## config.mk

```make
export PLATFORM = sky130hd
export DESIGN_NAME = oma_output_macrocell_array
export DESIGN_NICKNAME = d
export VERILOG_FILES = /design/src/hw/oma_pkg.sv /design/src/hw/oma_macrocell.sv /design/src/hw/oma_avmm_handshake.sv /design/src/hw/oma_output_macrocell_array.sv
export VERILOG_INCLUDE_DIRS = /design/src /design/src/hw
export SDC_FILE = /design/constraint.sdc
export NUM_CORES = 1
export LEC_CHECK = 0
export BUFFER_PORTS_ARGS = -buffer_cell sky130_fd_sc_hd__buf_4
export CAP_MARGIN = 20
export CORE_MARGIN = 4
export CORE_UTILIZATION = 40
export DETAILED_ROUTE_END_ITERATION = 8
export MAX_ROUTING_LAYER = met4
export PLACE_DENSITY = 0.82
export SETUP_SLACK_MARGIN = 0.02
export SLEW_MARGIN = 20
export SYNTH_ARGS = -nofsm -noshare
export SYNTH_HDL_FRONTEND = slang
export SYNTH_HIERARCHICAL = 1
export SYNTH_SLANG_ARGS = --single-unit
export TNS_END_PERCENT = 5
```

## constraint.sdc

```tcl
create_clock -name i_ref_clk -period 2.2 [get_ports i_ref_clk]
set_input_delay 0.55 -clock i_ref_clk [delete_from_list [all_inputs] [get_ports i_ref_clk]]
set_output_delay 0.55 -clock i_ref_clk [all_outputs]
set_load 0.005 [all_outputs]
```

## src/hw/oma_regs.svh

```systemverilog
/*
 * Register offsets, reset values and sizes of the output macrocell array.
 * Assumes a 32-bit Avalon-MM slave with byte addresses on an 8-bit bus.
 */
`ifndef OMA_REGS_SVH
`define OMA_REGS_SVH

// ****************************************************************
// Array size.
// ****************************************************************
`define OMA_N_CELLS 10
`define OMA_N_TERMS 120
`define OMA_MIN_TERMS 8
`define OMA_TERM_STEP 2

// ****************************************************************
// Register map.
// ****************************************************************
`define OMA_REG_POLARITY 8'h00
`define OMA_REG_MODE 8'h04
`define OMA_REG_OE_SEL 8'h08
`define OMA_REG_Q_STATE 8'h0c
`define OMA_REG_PIN_STATE 8'h10
`define OMA_FB_LSB 16
`define OMA_POLARITY_RST 10'h3ff
`define OMA_MODE_RST 10'h000
`define OMA_OE_SEL_RST 20'h0_0000
`define OMA_RDATA_ZERO 32'h0000_0000

`endif

```

## src/hw/oma_pkg.sv

```systemverilog
/*
 * Types shared by the output macrocell array files.
 * Assumes nothing beyond a SystemVerilog compiler.
 */
package oma_pkg;

	// Output enable source of a combinatorial cell.
	typedef enum logic [1:0] {OMA_OE_OFF, OMA_OE_ON, OMA_OE_TERM} oma_oe_sel_t;

	// Per-cell configuration.
	typedef struct packed {
		logic registered;
		logic active_high;
		oma_oe_sel_t oe_sel;
	} oma_cell_cfg_t;

	// One Avalon-MM request as seen by the slave.
	typedef struct packed {
		logic read;
		logic write;
		logic [7:0] address;
		logic [31:0] writedata;
		logic [3:0] byteenable;
	} oma_avmm_req_t;

endpackage

```

## src/hw/oma_macrocell.sv

```systemverilog
/*
 * One output macrocell: sum term, D flip-flop, polarity, enable, feedback.
 * Assumes the clear input already merges the device reset and zeroing term.
 */
`timescale 1ns/1ps

module oma_macrocell #(
	parameter int N_TERMS = 8
) (
	input wire logic i_ref_clk,
	input wire logic i_clr_n,
	input wire logic [N_TERMS-1:0] i_terms,
	input wire logic i_oe_term,
	input wire logic i_sync_preset_term,
	input wire oma_pkg::oma_cell_cfg_t i_cfg,
	input wire logic i_pin_in,
	output logic o_pin_out,
	output logic o_pin_oe_n,
	output logic o_fb_true,
	output logic o_fb_comp,
	output logic o_q,
	output logic o_sum
);

	logic q_r;
	logic q_nxt;
	logic sum;

	// Sum term and the flip-flop's next state; preset wins over logic.
	always_comb begin
		sum = |i_terms;
		q_nxt = i_sync_preset_term ? 1'b1 : sum;
	end

	// Zeroing clears Q at once, with no clock needed.
	always_ff @(posedge i_ref_clk or negedge i_clr_n) begin
		if (!i_clr_n) begin
			q_r <= 1'b0;
		end else begin
			q_r <= q_nxt;
		end
	end

	// Pin path, enable and feedback; polarity acts after Q.
	always_comb begin
		o_q = q_r;
		o_sum = sum;
		if (i_cfg.registered) begin
			o_pin_out = q_r ^ ~i_cfg.active_high;
			o_pin_oe_n = ~i_oe_term;
			o_fb_true = ~q_r;
			o_fb_comp = q_r;
		end else begin
			o_pin_out = sum ^ ~i_cfg.active_high;
			case (i_cfg.oe_sel)
				oma_pkg::OMA_OE_ON: o_pin_oe_n = 1'b0;
				oma_pkg::OMA_OE_TERM: o_pin_oe_n = ~i_oe_term;
				default: o_pin_oe_n = 1'b1;
			endcase
			o_fb_true = i_pin_in;
			o_fb_comp = ~i_pin_in;
		end
	end

endmodule

```

## src/hw/oma_avmm_handshake.sv

```systemverilog
/*
 * Avalon-MM waitrequest handshake: every access is answered one cycle later.
 * Assumes the master holds its request until it sees waitrequest low.
 */
`timescale 1ns/1ps
`include "oma_regs.svh"

module oma_avmm_handshake (
	input wire logic i_ref_clk,
	input wire logic i_rst_n,
	input wire oma_pkg::oma_avmm_req_t i_req,
	input wire logic [31:0] i_rdata,
	output logic o_waitrequest,
	output logic [31:0] o_readdata,
	output logic o_commit
);

	logic wait_r;
	logic wait_nxt;
	logic [31:0] rdata_r;
	logic [31:0] rdata_nxt;

	// Drop waitrequest for exactly one cycle per request; reads capture data first.
	always_comb begin
		wait_nxt = ~((i_req.read | i_req.write) & wait_r);
		rdata_nxt = (i_req.read & wait_r) ? i_rdata : rdata_r;
		o_commit = (i_req.read | i_req.write) & ~wait_r;
	end

	// Waitrequest idles high so nothing completes by accident.
	always_ff @(posedge i_ref_clk or negedge i_rst_n) begin
		if (!i_rst_n) begin
			wait_r <= 1'b1;
			rdata_r <= `OMA_RDATA_ZERO;
		end else begin
			wait_r <= wait_nxt;
			rdata_r <= rdata_nxt;
		end
	end

	assign o_waitrequest = wait_r;
	assign o_readdata = rdata_r;

endmodule

```

## src/hw/oma_output_macrocell_array.sv

```systemverilog
/*
 * Ten output macrocells with shared zeroing and preset terms, configured
 * over Avalon-MM. Assumes an external AND array supplies product terms,
 * and that i_pins carries the resolved level of each pin.
 */
`timescale 1ns/1ps
`include "oma_regs.svh"

module oma_output_macrocell_array (
	input wire logic i_ref_clk,
	input wire logic i_rst_n,
	input wire logic [7:0] i_avs_address,
	input wire logic i_avs_read,
	input wire logic i_avs_write,
	input wire logic [31:0] i_avs_writedata,
	input wire logic [3:0] i_avs_byteenable,
	output logic [31:0] o_avs_readdata,
	output logic o_avs_waitrequest,
	input wire logic [`OMA_N_TERMS-1:0] i_product_terms,
	input wire logic [`OMA_N_CELLS-1:0] i_oe_terms,
	input wire logic i_async_zeroing_term,
	input wire logic i_sync_preset_term,
	input wire logic [`OMA_N_CELLS-1:0] i_pins,
	output logic [`OMA_N_CELLS-1:0] o_pins,
	output logic [`OMA_N_CELLS-1:0] o_pins_oe_n,
	output logic [`OMA_N_CELLS-1:0] o_fb_true,
	output logic [`OMA_N_CELLS-1:0] o_fb_comp
);

	// ****************************************************************
	// Helper functions.
	// ****************************************************************

	// Product terms of cell k: outer pair gets fewest, inner pair most.
	function automatic int term_count(input int k);
		int d;
		d = (k < `OMA_N_CELLS / 2) ? k : `OMA_N_CELLS - 1 - k;
		return `OMA_MIN_TERMS + `OMA_TERM_STEP * d;
	endfunction

	// First bit of cell k within the flat product-term bus.
	function automatic int term_base(input int k);
		int s;
		s = 0;
		for (int j = 0; j < k; j++) begin
			s = s + term_count(j);
		end
		return s;
	endfunction

	// Byte-lane merge of a write into an old register word.
	function automatic logic [31:0] lane_merge(
		input logic [31:0] old_w,
		input logic [31:0] new_w,
		input logic [3:0] be
	);
		logic [31:0] r;
		r = old_w;
		for (int b = 0; b < 4; b++) begin
			if (be[b]) begin
				r[8*b +: 8] = new_w[8*b +: 8];
			end
		end
		return r;
	endfunction

	// ****************************************************************
	// Bus request and handshake.
	// ****************************************************************

	oma_pkg::oma_avmm_req_t req;
	logic [31:0] rdata;
	logic commit;
	logic wr_commit;

	// Gather the Avalon signals into one request word.
	always_comb begin
		req.read = i_avs_read;
		req.write = i_avs_write;
		req.address = i_avs_address;
		req.writedata = i_avs_writedata;
		req.byteenable = i_avs_byteenable;
	end

	oma_avmm_handshake u_bus (
		.i_ref_clk(i_ref_clk),
		.i_rst_n(i_rst_n),
		.i_req(req),
		.i_rdata(rdata),
		.o_waitrequest(o_avs_waitrequest),
		.o_readdata(o_avs_readdata),
		.o_commit(commit)
	);

	assign wr_commit = commit & req.write;

	// ****************************************************************
	// Configuration registers.
	// ****************************************************************

	logic [`OMA_N_CELLS-1:0] polarity_r;
	logic [`OMA_N_CELLS-1:0] polarity_nxt;
	logic [`OMA_N_CELLS-1:0] mode_r;
	logic [`OMA_N_CELLS-1:0] mode_nxt;
	logic [2*`OMA_N_CELLS-1:0] oe_sel_r;
	logic [2*`OMA_N_CELLS-1:0] oe_sel_nxt;
	logic [31:0] pol_word;
	logic [31:0] mode_word;
	logic [31:0] oe_word;

	// Merge the write into all three words; only the addressed one is kept.
	always_comb begin
		pol_word = lane_merge(32'(polarity_r), req.writedata, req.byteenable);
		mode_word = lane_merge(32'(mode_r), req.writedata, req.byteenable);
		oe_word = lane_merge(32'(oe_sel_r), req.writedata, req.byteenable);
	end

	// A write lands only at the edge where waitrequest is low.
	always_comb begin
		polarity_nxt = polarity_r;
		mode_nxt = mode_r;
		oe_sel_nxt = oe_sel_r;
		if (wr_commit) begin
			case (req.address)
				`OMA_REG_POLARITY: begin
					polarity_nxt = pol_word[`OMA_N_CELLS-1:0];
				end
				`OMA_REG_MODE: begin
					mode_nxt = mode_word[`OMA_N_CELLS-1:0];
				end
				`OMA_REG_OE_SEL: begin
					oe_sel_nxt = oe_word[2*`OMA_N_CELLS-1:0];
				end
				default: begin
					polarity_nxt = polarity_r;
				end
			endcase
		end
	end

	// Reset leaves every cell combinatorial, active high and not driving.
	always_ff @(posedge i_ref_clk or negedge i_rst_n) begin
		if (!i_rst_n) begin
			polarity_r <= `OMA_POLARITY_RST;
			mode_r <= `OMA_MODE_RST;
			oe_sel_r <= `OMA_OE_SEL_RST;
		end else begin
			polarity_r <= polarity_nxt;
			mode_r <= mode_nxt;
			oe_sel_r <= oe_sel_nxt;
		end
	end

	// ****************************************************************
	// Macrocells.
	// ****************************************************************

	oma_pkg::oma_cell_cfg_t cfg [`OMA_N_CELLS];
	logic [`OMA_N_CELLS-1:0] q;
	logic [`OMA_N_CELLS-1:0] sum;
	logic clr_n;

	// The zeroing term shares the flip-flops' asynchronous clear.
	assign clr_n = i_rst_n & ~i_async_zeroing_term;

	// Spread the configuration fields into one struct per cell.
	always_comb begin
		for (int k = 0; k < `OMA_N_CELLS; k++) begin
			cfg[k].registered = mode_r[k];
			cfg[k].active_high = polarity_r[k];
			cfg[k].oe_sel = oma_pkg::oma_oe_sel_t'(oe_sel_r[2*k +: 2]);
		end
	end

	// Each cell takes its own slice of terms; preset is shared.
	for (genvar k = 0; k < `OMA_N_CELLS; k++) begin : g_cell
		localparam int W = term_count(k);
		localparam int B = term_base(k);
		oma_macrocell #(
			.N_TERMS(W)
		) u_cell (
			.i_ref_clk(i_ref_clk),
			.i_clr_n(clr_n),
			.i_terms(i_product_terms[B +: W]),
			.i_oe_term(i_oe_terms[k]),
			.i_sync_preset_term(i_sync_preset_term),
			.i_cfg(cfg[k]),
			.i_pin_in(i_pins[k]),
			.o_pin_out(o_pins[k]),
			.o_pin_oe_n(o_pins_oe_n[k]),
			.o_fb_true(o_fb_true[k]),
			.o_fb_comp(o_fb_comp[k]),
			.o_q(q[k]),
			.o_sum(sum[k])
		);
	end

	// ****************************************************************
	// Read-back.
	// ****************************************************************

	// Status words show live Q state, pin levels and feedback.
	always_comb begin
		rdata = `OMA_RDATA_ZERO;
		case (req.address)
			`OMA_REG_POLARITY: rdata[`OMA_N_CELLS-1:0] = polarity_r;
			`OMA_REG_MODE: rdata[`OMA_N_CELLS-1:0] = mode_r;
			`OMA_REG_OE_SEL: rdata[2*`OMA_N_CELLS-1:0] = oe_sel_r;
			`OMA_REG_Q_STATE: rdata[`OMA_N_CELLS-1:0] = q;
			`OMA_REG_PIN_STATE: begin
				rdata[`OMA_N_CELLS-1:0] = i_pins;
				rdata[`OMA_FB_LSB +: `OMA_N_CELLS] = o_fb_true;
			end
			default: rdata = `OMA_RDATA_ZERO;
		endcase
	end

	localparam logic [`OMA_N_CELLS-1:0] ALL_ONES = '1;

	// Pin, enable and feedback checks split by mode; Q checks and the o_fb_comp check cover every cell.
	logic [`OMA_N_CELLS-1:0] comb_on;
	logic [`OMA_N_CELLS-1:0] comb_off;
	logic [`OMA_N_CELLS-1:0] comb_term;
	always_comb begin
		for (int k = 0; k < `OMA_N_CELLS; k++) begin
			comb_on[k] = ~mode_r[k] & (cfg[k].oe_sel == oma_pkg::OMA_OE_ON);
			comb_off[k] = ~mode_r[k] & (cfg[k].oe_sel == oma_pkg::OMA_OE_OFF);
			comb_term[k] = ~mode_r[k] & (cfg[k].oe_sel == oma_pkg::OMA_OE_TERM);
		end
	end
endmodule

```

==> flow_summary_export.csv, run 1 <==
group,metric,value,unit
placement,portBuffers,249,
yosys,ys_ff_latch,83,
timing,setup_violations,2,
timing,drv_slew,0,
timing,clock.fmax,434.9,MHz
placement,dp_hpwl,13380,um
worst_hold_path,hp-class,"input pin to async pin",
power_and_ir_drop,power,3869,uW
yosys,synthArstFlopShare,100.0,%
final_layout,fill_cells,965,
yosys,syn_avg_cell_area,11.84,um^2
placement,gp_congestion,0.8473,
final_layout,seqCellArea,0.002091,mm^2
outcome,failed_checks,"negative setup slack",
detailed_routing,drt_wl_total,17180,um
worst_setup_path,critPathArrivalTime,1.75,ns
clocking,clock-sinks,83,
final_layout,syn2layout_area_growth,54.67,%
worst_setup_path,required,1.65,ns
power_and_ir_drop,seqPwrFrac,41.1,%
detailed_routing,viasPerCell,5.274,
yosys,yosysWarningCount,6,
yosys,synth_cell_types,48,
clocking,cts_tree,"yes",
worst_setup_path,worstReg2RegStart,"u_bus/o_waitrequest",
final_layout,final_cell_count_no_fill,889,
detailed_routing,dr.pass1.iters,4,
clocking,worstSkewPairLatency,0.34,ns
outcome,run_status,"finished, violations left",
detailed_routing,drt_iter0_markers,227,
floorplanning,die_area,0.01428,mm^2
final_layout,multi_input_area,0.002745,mm^2
floorplanning,ios,263,
detailed_routing,ant_nets,0,
timing,slew_headroom,40.20,%
power_and_ir_drop,intPower,2947,uW
grt,grt_antenna_before_repair,0,
clocking,cts_htree_levels,3,
worst_setup_path,crit_path_max_fanout,2,
floorplanning,die_w,119.5,um
clocking,cts_inserted_buffers,9,
final_layout,nets,906,
grt,gr-total-overflow,0,
timing,worstMarginPinSlew,0.8952,ns
worst_setup_path,cp-start-kind,"input pin",
yosys,synth_edf_count,0,
worst_setup_path,endpoint_kind,"output port",
power_and_ir_drop,max-vdd-ir-drop,0.4093,mV
yosys,syn_inst,420,
power_and_ir_drop,p_per_area,503.0,mW/mm^2
clocking,root_buffer,"clkbuf_16",
floorplanning,start_util,41.06,%
worst_setup_path,crit_path_start,"i_product_terms[36]",
detailed_routing,drc,0,
power_and_ir_drop,power_switching,922.5,uW
grt,grt_max_degree,33,
timing,whs,0.1455,ns
clocking,cts.reportedPaths.clkPinSlew,0.06,ns
detailed_routing,vias,4689,
job,maxCapViolCount,0,
power_and_ir_drop,leakagePower,0.003787,uW
power_and_ir_drop,combPwrFrac,17.3,%
timing,timing.final.crit_period,2.300,ns
worst_setup_path,crit_type,"input pin to output port",
final_layout,drive_gt1_share,59.64,%
grt,grt.total_usage,24.04,%
timing,hold_viol,0,
timing,finClkSkew,0.008956,ns
detailed_routing,drt-wirelength-per-cell,19.32,um
final_layout,antenna_cells,0,
power_and_ir_drop,p_sw_share,23.84,%
yosys,yosysTopAreaCellShare,36.23,%
grt,grt_pass1_wl,26160,um
grt,grt_pass1_vias,5040,
yosys,synth_top_area_cell,"dfrtp_1",
floorplanning,die_y,119.5,um
placement,place_ws,-0.1460,ns
yosys,synthFlopType,"dfrtp_1",
timing,rsz0062_at_grt,"yes",
yosys,syn_area,0.004974,mm^2
placement,dp.cells,867,
clocking,clock_path_buffers,2,
yosys,synth-seq-area-share,42.04,%
timing,min_period_over_period,104.5,%
yosys,synth_area_leaders,"dfrtp_1 36%, mux2_2 10%, mux2_4 9.1%",
floorplanning,core_area,0.01211,mm^2
floorplanning,std_cell_rows,40,
power_and_ir_drop,clkPwrFrac,41.6,%
timing,finalWorstSetupSlack,-0.09965,ns
-- sequential cells by signal, indices dropped and copies added (netlist names) --
register,cells
polarity_r,10
mode_r,10
g_cell.u_cell/o_q,10
u_bus/o_waitrequest,1
oe_sel_r,20
u_bus/o_readdata,32
-- worst max-delay path, cell delays in order --
cell	delay [ns]
buf_4	0.12
nor4_4	0.30
a211oi_2	0.11
or4_1	0.52
buf_4	0.15
-- cell usage after synthesis, types with 3 or more instances --
cell type,instances
a211oi_1,4
a21boi_0,4
a21o_1,8
a21oi_1,6
a221o_1,9
a22o_1,9
a22oi_1,4
a32o_1,4
a41oi_1,4
and2_1,6
and3_1,6
buf_12,3
buf_2,6
clkbuf_1,6
dfrtp_1,72
dfstp_2,11
inv_1,27
mux2_2,44
mux2_4,30
mux2i_1,11
nand2_1,4
nand2b_1,7
nand3_1,7
nor2_1,18
nor2b_1,11
nor3_1,11
nor4_1,12
nor4_2,15
nor4_4,8
o21ai_0,7
or2_1,10
or4_1,5
xnor2_1,6
-- worst paths after layout --
path	to	slack, ns	cells after the start
max	o_pins[3]	-0.1	5
min	u_bus/o_readdata[19]	0.15	1
max reg2reg	mode_r[0]	0.30	6
min reg2reg	u_bus/o_readdata[25]	0.51	1
max in group asynchronous	g_cell[8].u_cell/o_q	1.39	3
min in group i_ref_clk	oe_sel_r[14]	0.42	2
-- cells by family after synthesis --
logic type	Yosys count	synth area share, %
compound gates	65	10.14
xor+xnor	8	1.409
buf+inv	44	4.604
flops	83	42.04
mux	87	21.69
other cells	1	0.07540
simple gates	132	20.05
-- placed cells by master (no fill, tap or decap), types with 3 or more instances in the layout --
| cell | count |
|---|---|
| buf_4 | 296 |
| dfrtp_1 | 72 |
| mux2_2 | 44 |
| mux2_4 | 30 |
| inv_1 | 27 |
| nor2_1 | 18 |
| nor4_4 | 13 |
| nor4_2 | 13 |
| nor3_1 | 11 |
| nor2b_1 | 11 |
| mux2i_1 | 11 |
| dfstp_2 | 11 |
| or2_1 | 10 |
| a22o_1 | 9 |
| a221o_1 | 9 |
| nor4_1 | 9 |
| clkbuf_16 | 9 |
| a21o_1 | 8 |
| nand2b_1 | 7 |
| nand3_1 | 7 |
| o21ai_0 | 7 |
| and2_1 | 6 |
| and3_1 | 6 |
| xnor2_1 | 6 |
| a21oi_1 | 6 |
| conb_1 | 6 |
| or4_1 | 4 |
| a32o_1 | 4 |
| nand2_1 | 4 |
| a22oi_1 | 4 |
| a41oi_1 | 4 |
| a21boi_0 | 4 |
| a211oi_1 | 3 |
-- per-stage QoR --
step	utilization, %	TNS (ns)	instance area, um^2
after floorplan	-	-0.0009697	4992
after global placement	59.94	-2.065	7259
after detailed placement	59.94	-3.283	7259
after CTS	63.03	-0.1675	7634
after global routing	63.51	-0.2890	7692
final	63.51	-0.1862	7692
-- power by group through the flow --
stage | combinational, uW | clock, uW | sequential, uW
CTS | 661 | 1620 | 1590
floorplan | 212 | 0 | 1620
detailed placement | 652 | 0 | 1620
global placement | 633 | 0 | 1620
finish | 669 | 1610 | 1590
global route | 714 | 1700 | 1600
-- layout make-up --
cell class	instances	area share (%)
timing repair buffer	297	29.03
sequential	83	27.18
inverter	27	1.317
clock buffer	11	3.025
clock inverter	5	1.025
tap	168	2.733
multi-input combinational	298	35.69
-- per-layer routing --
| metal | vias up | wire length [um] | part of all wire [%] | track usage (%) |
|---|---|---|---|---|
| met5 | - | 0 | 0 | - |
| met4 | 0 | 617 | 3.6 | 10.59 |
| li1 | 2160 | - | - | - |
| met2 | 227 | 8621 | 50 | 40.15 |
| met1 | 2255 | 6561 | 38 | 28.17 |
| met3 | 47 | 1377 | 8.0 | 4.948 |
-- repair_timing --
item | CTS | global route
pin swaps | 10 | 4
endpoints found under the setup margin | 3 | 6
gates resized for setup | 4 | 8
setup buffers | 6 | 0
hold buffers | 0 | 0
endpoints found under the hold margin | 0 | 0
Power figures use the tool's default switching activity.
==> run 2, diff against run 1 <==
--- a/config.mk
+++ b/config.mk
@@ -8,7 +8,7 @@
 export LEC_CHECK = 0
 export BUFFER_PORTS_ARGS = -buffer_cell sky130_fd_sc_hd__buf_4
 export CAP_MARGIN = 20
-export CORE_MARGIN = 4
+export CORE_MARGIN = 2
 export CORE_UTILIZATION = 40
 export DETAILED_ROUTE_END_ITERATION = 8
 export MAX_ROUTING_LAYER = met4
==> run 2 against run 1 <==
The flow still finishes with violations (negative setup slack). Worst setup slack worse by 0.022 ns. First-iteration DRC count increased by 16%. Sequential share of layout area barely moved. Global-route usage up 1.7 points. Non-clock buffer count is 4 lower.
==> flow_summary_export.csv, run 2 (same netlist as run 1, synthesis figures left out) <==
group,metric,value,unit
worst_setup_path,reg2reg_depth,5,
detailed_routing,dr.pass1.iters,5,
placement,portBuffers,249,
floorplanning,die_area,0.01334,mm^2
floorplanning,std_cell_rows,40,
grt,gr-total-overflow,0,
worst_setup_path,crit_type,"flop to output port",
worst_setup_path,worstReg2RegStart,"u_bus/o_waitrequest",
floorplanning,die_w,115.5,um
timing,timing.final.crit_period,2.322,ns
timing,finClkSkew,0.004672,ns
timing,drv_slew,0,
timing,rsz0062_at_grt,"yes",
final_layout,fill_cells,952,
outcome,run_status,"finished, violations left",
detailed_routing,drt-wirelength-per-cell,19.15,um
worst_setup_path,critical_path.endpoint,"o_pins[3]",
detailed_routing,ant_nets,0,
final_layout,largest_reg_flops,32,
clocking,worstSkewPairLatency,0.33,ns
final_layout,drive_gt1_share,60.67,%
timing,finalWorstSetupSlack,-0.1217,ns
final_layout,mostFrequentLayoutCells,"286 x buf_4, 71 x dfrtp_1, 44 x mux2_2",
worst_setup_path,reg2reg_to,"oe_sel_r[14]",
worst_setup_path,r2r_slack,0.27,ns
detailed_routing,drt_wl_total,16940,um
worst_setup_path,critPathArrivalTime,1.77,ns
detailed_routing,drt_iter0_markers,264,
final_layout,antenna_cells,0,
final_layout,seqCellArea,0.002092,mm^2
final_layout,final_common_cell,"buf_4",
clocking,clock_path_buffers,2,
grt,grt_max_degree,33,
worst_hold_path,hp-class,"input pin to async pin",
placement,place_ws,-0.1290,ns
final_layout,nets,902,
outcome,failed_checks,"negative setup slack",
clocking,clock-sinks,83,
worst_setup_path,required,1.65,ns
worst_setup_path,endpoint_kind,"output port",
grt,grt_pass1_vias,4903,
detailed_routing,drc,0,
worst_setup_path,crit_path_max_fanout,5,
power_and_ir_drop,p_per_area,492.2,mW/mm^2
clocking,cts_tree,"yes",
floorplanning,start_util,41.23,%
clocking,root_buffer,"clkbuf_16",
detailed_routing,viasPerCell,5.360,
clocking,holdBufCountCts,0,
job,maxCapViolCount,0,
grt,grt_pass1_wl,25500,um
timing,min_period_over_period,105.5,%
timing,setup_violations,2,
clocking,cts_htree_levels,3,
timing,slew_headroom,45.19,%
grt,grt.total_usage,25.78,%
worst_setup_path,crit_path_start,"polarity_r[3]",
floorplanning,ios,263,
final_layout,syn2layout_area_growth,54.94,%
power_and_ir_drop,max-vdd-ir-drop,0.4479,mV
timing,worstMarginPinSlew,0.8205,ns
clocking,cts.reportedPaths.clkPinSlew,0.06,ns
grt,grt_antenna_before_repair,0,
final_layout,utilization,63.89,%
detailed_routing,vias,4744,
timing,hold_viol,0,
clocking,cts_inserted_buffers,9,
floorplanning,die_y,115.5,um
worst_setup_path,cp-start-kind,"flop",
placement,dp_hpwl,13050,um
placement,gp_congestion,0.8918,
floorplanning,core_area,0.01206,mm^2
final_layout,multi_input_area,0.002775,mm^2
power_and_ir_drop,leakagePower,0.003763,uW
timing,clock.fmax,430.7,MHz
## run 2: cell types whose count changed in the layout (fill, tap and decap cells not counted), sizes merged
cell,before,now
clkinvlp,0,2
bufinv,2,1
inv,27,29
clkinv,3,2
clkbuf,11,9
buf,297,293
## run 2: area by class of cell
type,instances,area share (%)
timing repair buffer,293,28.88
sequential,83,27.15
tap,168,2.728
inverter,27,1.315
clock buffer,9,2.923
multi-input combinational,298,36.01
clock inverter,7,0.9904
## run 2: worst min path at each step
stage,startpoint,endpoint,cells after the start
finish,i_rst_n,u_bus/o_readdata[17],1
global route,i_rst_n,u_bus/o_readdata[16],1
CTS,i_rst_n,u_bus/o_readdata[16],1
detailed placement,i_rst_n,u_bus/o_readdata[17],1
global placement,i_rst_n,u_bus/o_readdata[17],1
floorplan,i_rst_n,mode_r[0],0
## run 2: report_power, final
group / switching, uW / internal, uW / leakage (uW)
Combinational: 284 / 392 / 0.00255
Sequential: 27.0 / 1560 / 0.00107
Clock: 639 / 887 / 0.000142
## run 2: per-layer routing
layer  up-vias  global-route usage (%)  part of all wire [%]
li1       2152                       -                     -
met1      2332                   31.24                    39
met2       232                   43.66                    52
met3        28                   5.335                   8.0
met4         0                   7.149                   1.6
met5         -                       -                     0
## run 2: worst max-delay path, stage by stage (launching register included)
cell,delay (ns)
dfstp_2,0.59
nor4_2,0.05
and4_1,0.14
or4_1,0.52
buf_4,0.15
## run 2: stage by stage
stage / hold WS [ns] / setup TNS [ns] / cell area (um^2) / total power (uW) / cells
2_1_floorplan: 0.2544 / -0.0009697 / 4992 / 1828 / 425
3_3_place_gp: 0.4661 / -2.039 / 7229 / 2248 / 863
3_5_place_dp: 0.4725 / -3.523 / 7229 / 2270 / 863
4_1_cts: 0.1140 / -0.1642 / 7617 / 3812 / 883
5_1_grt: 0.1224 / -0.3697 / 7706 / 3937 / 885
6_report: 0.1102 / -0.2005 / 7706 / 3793 / 885
## run 2: repair_timing
action	4_1_cts	5_1_grt
pin swaps	6	7
gates resized for setup	14	11
buffers inserted	5	2
gates cloned	0	0
setup endpoints to repair	3	8
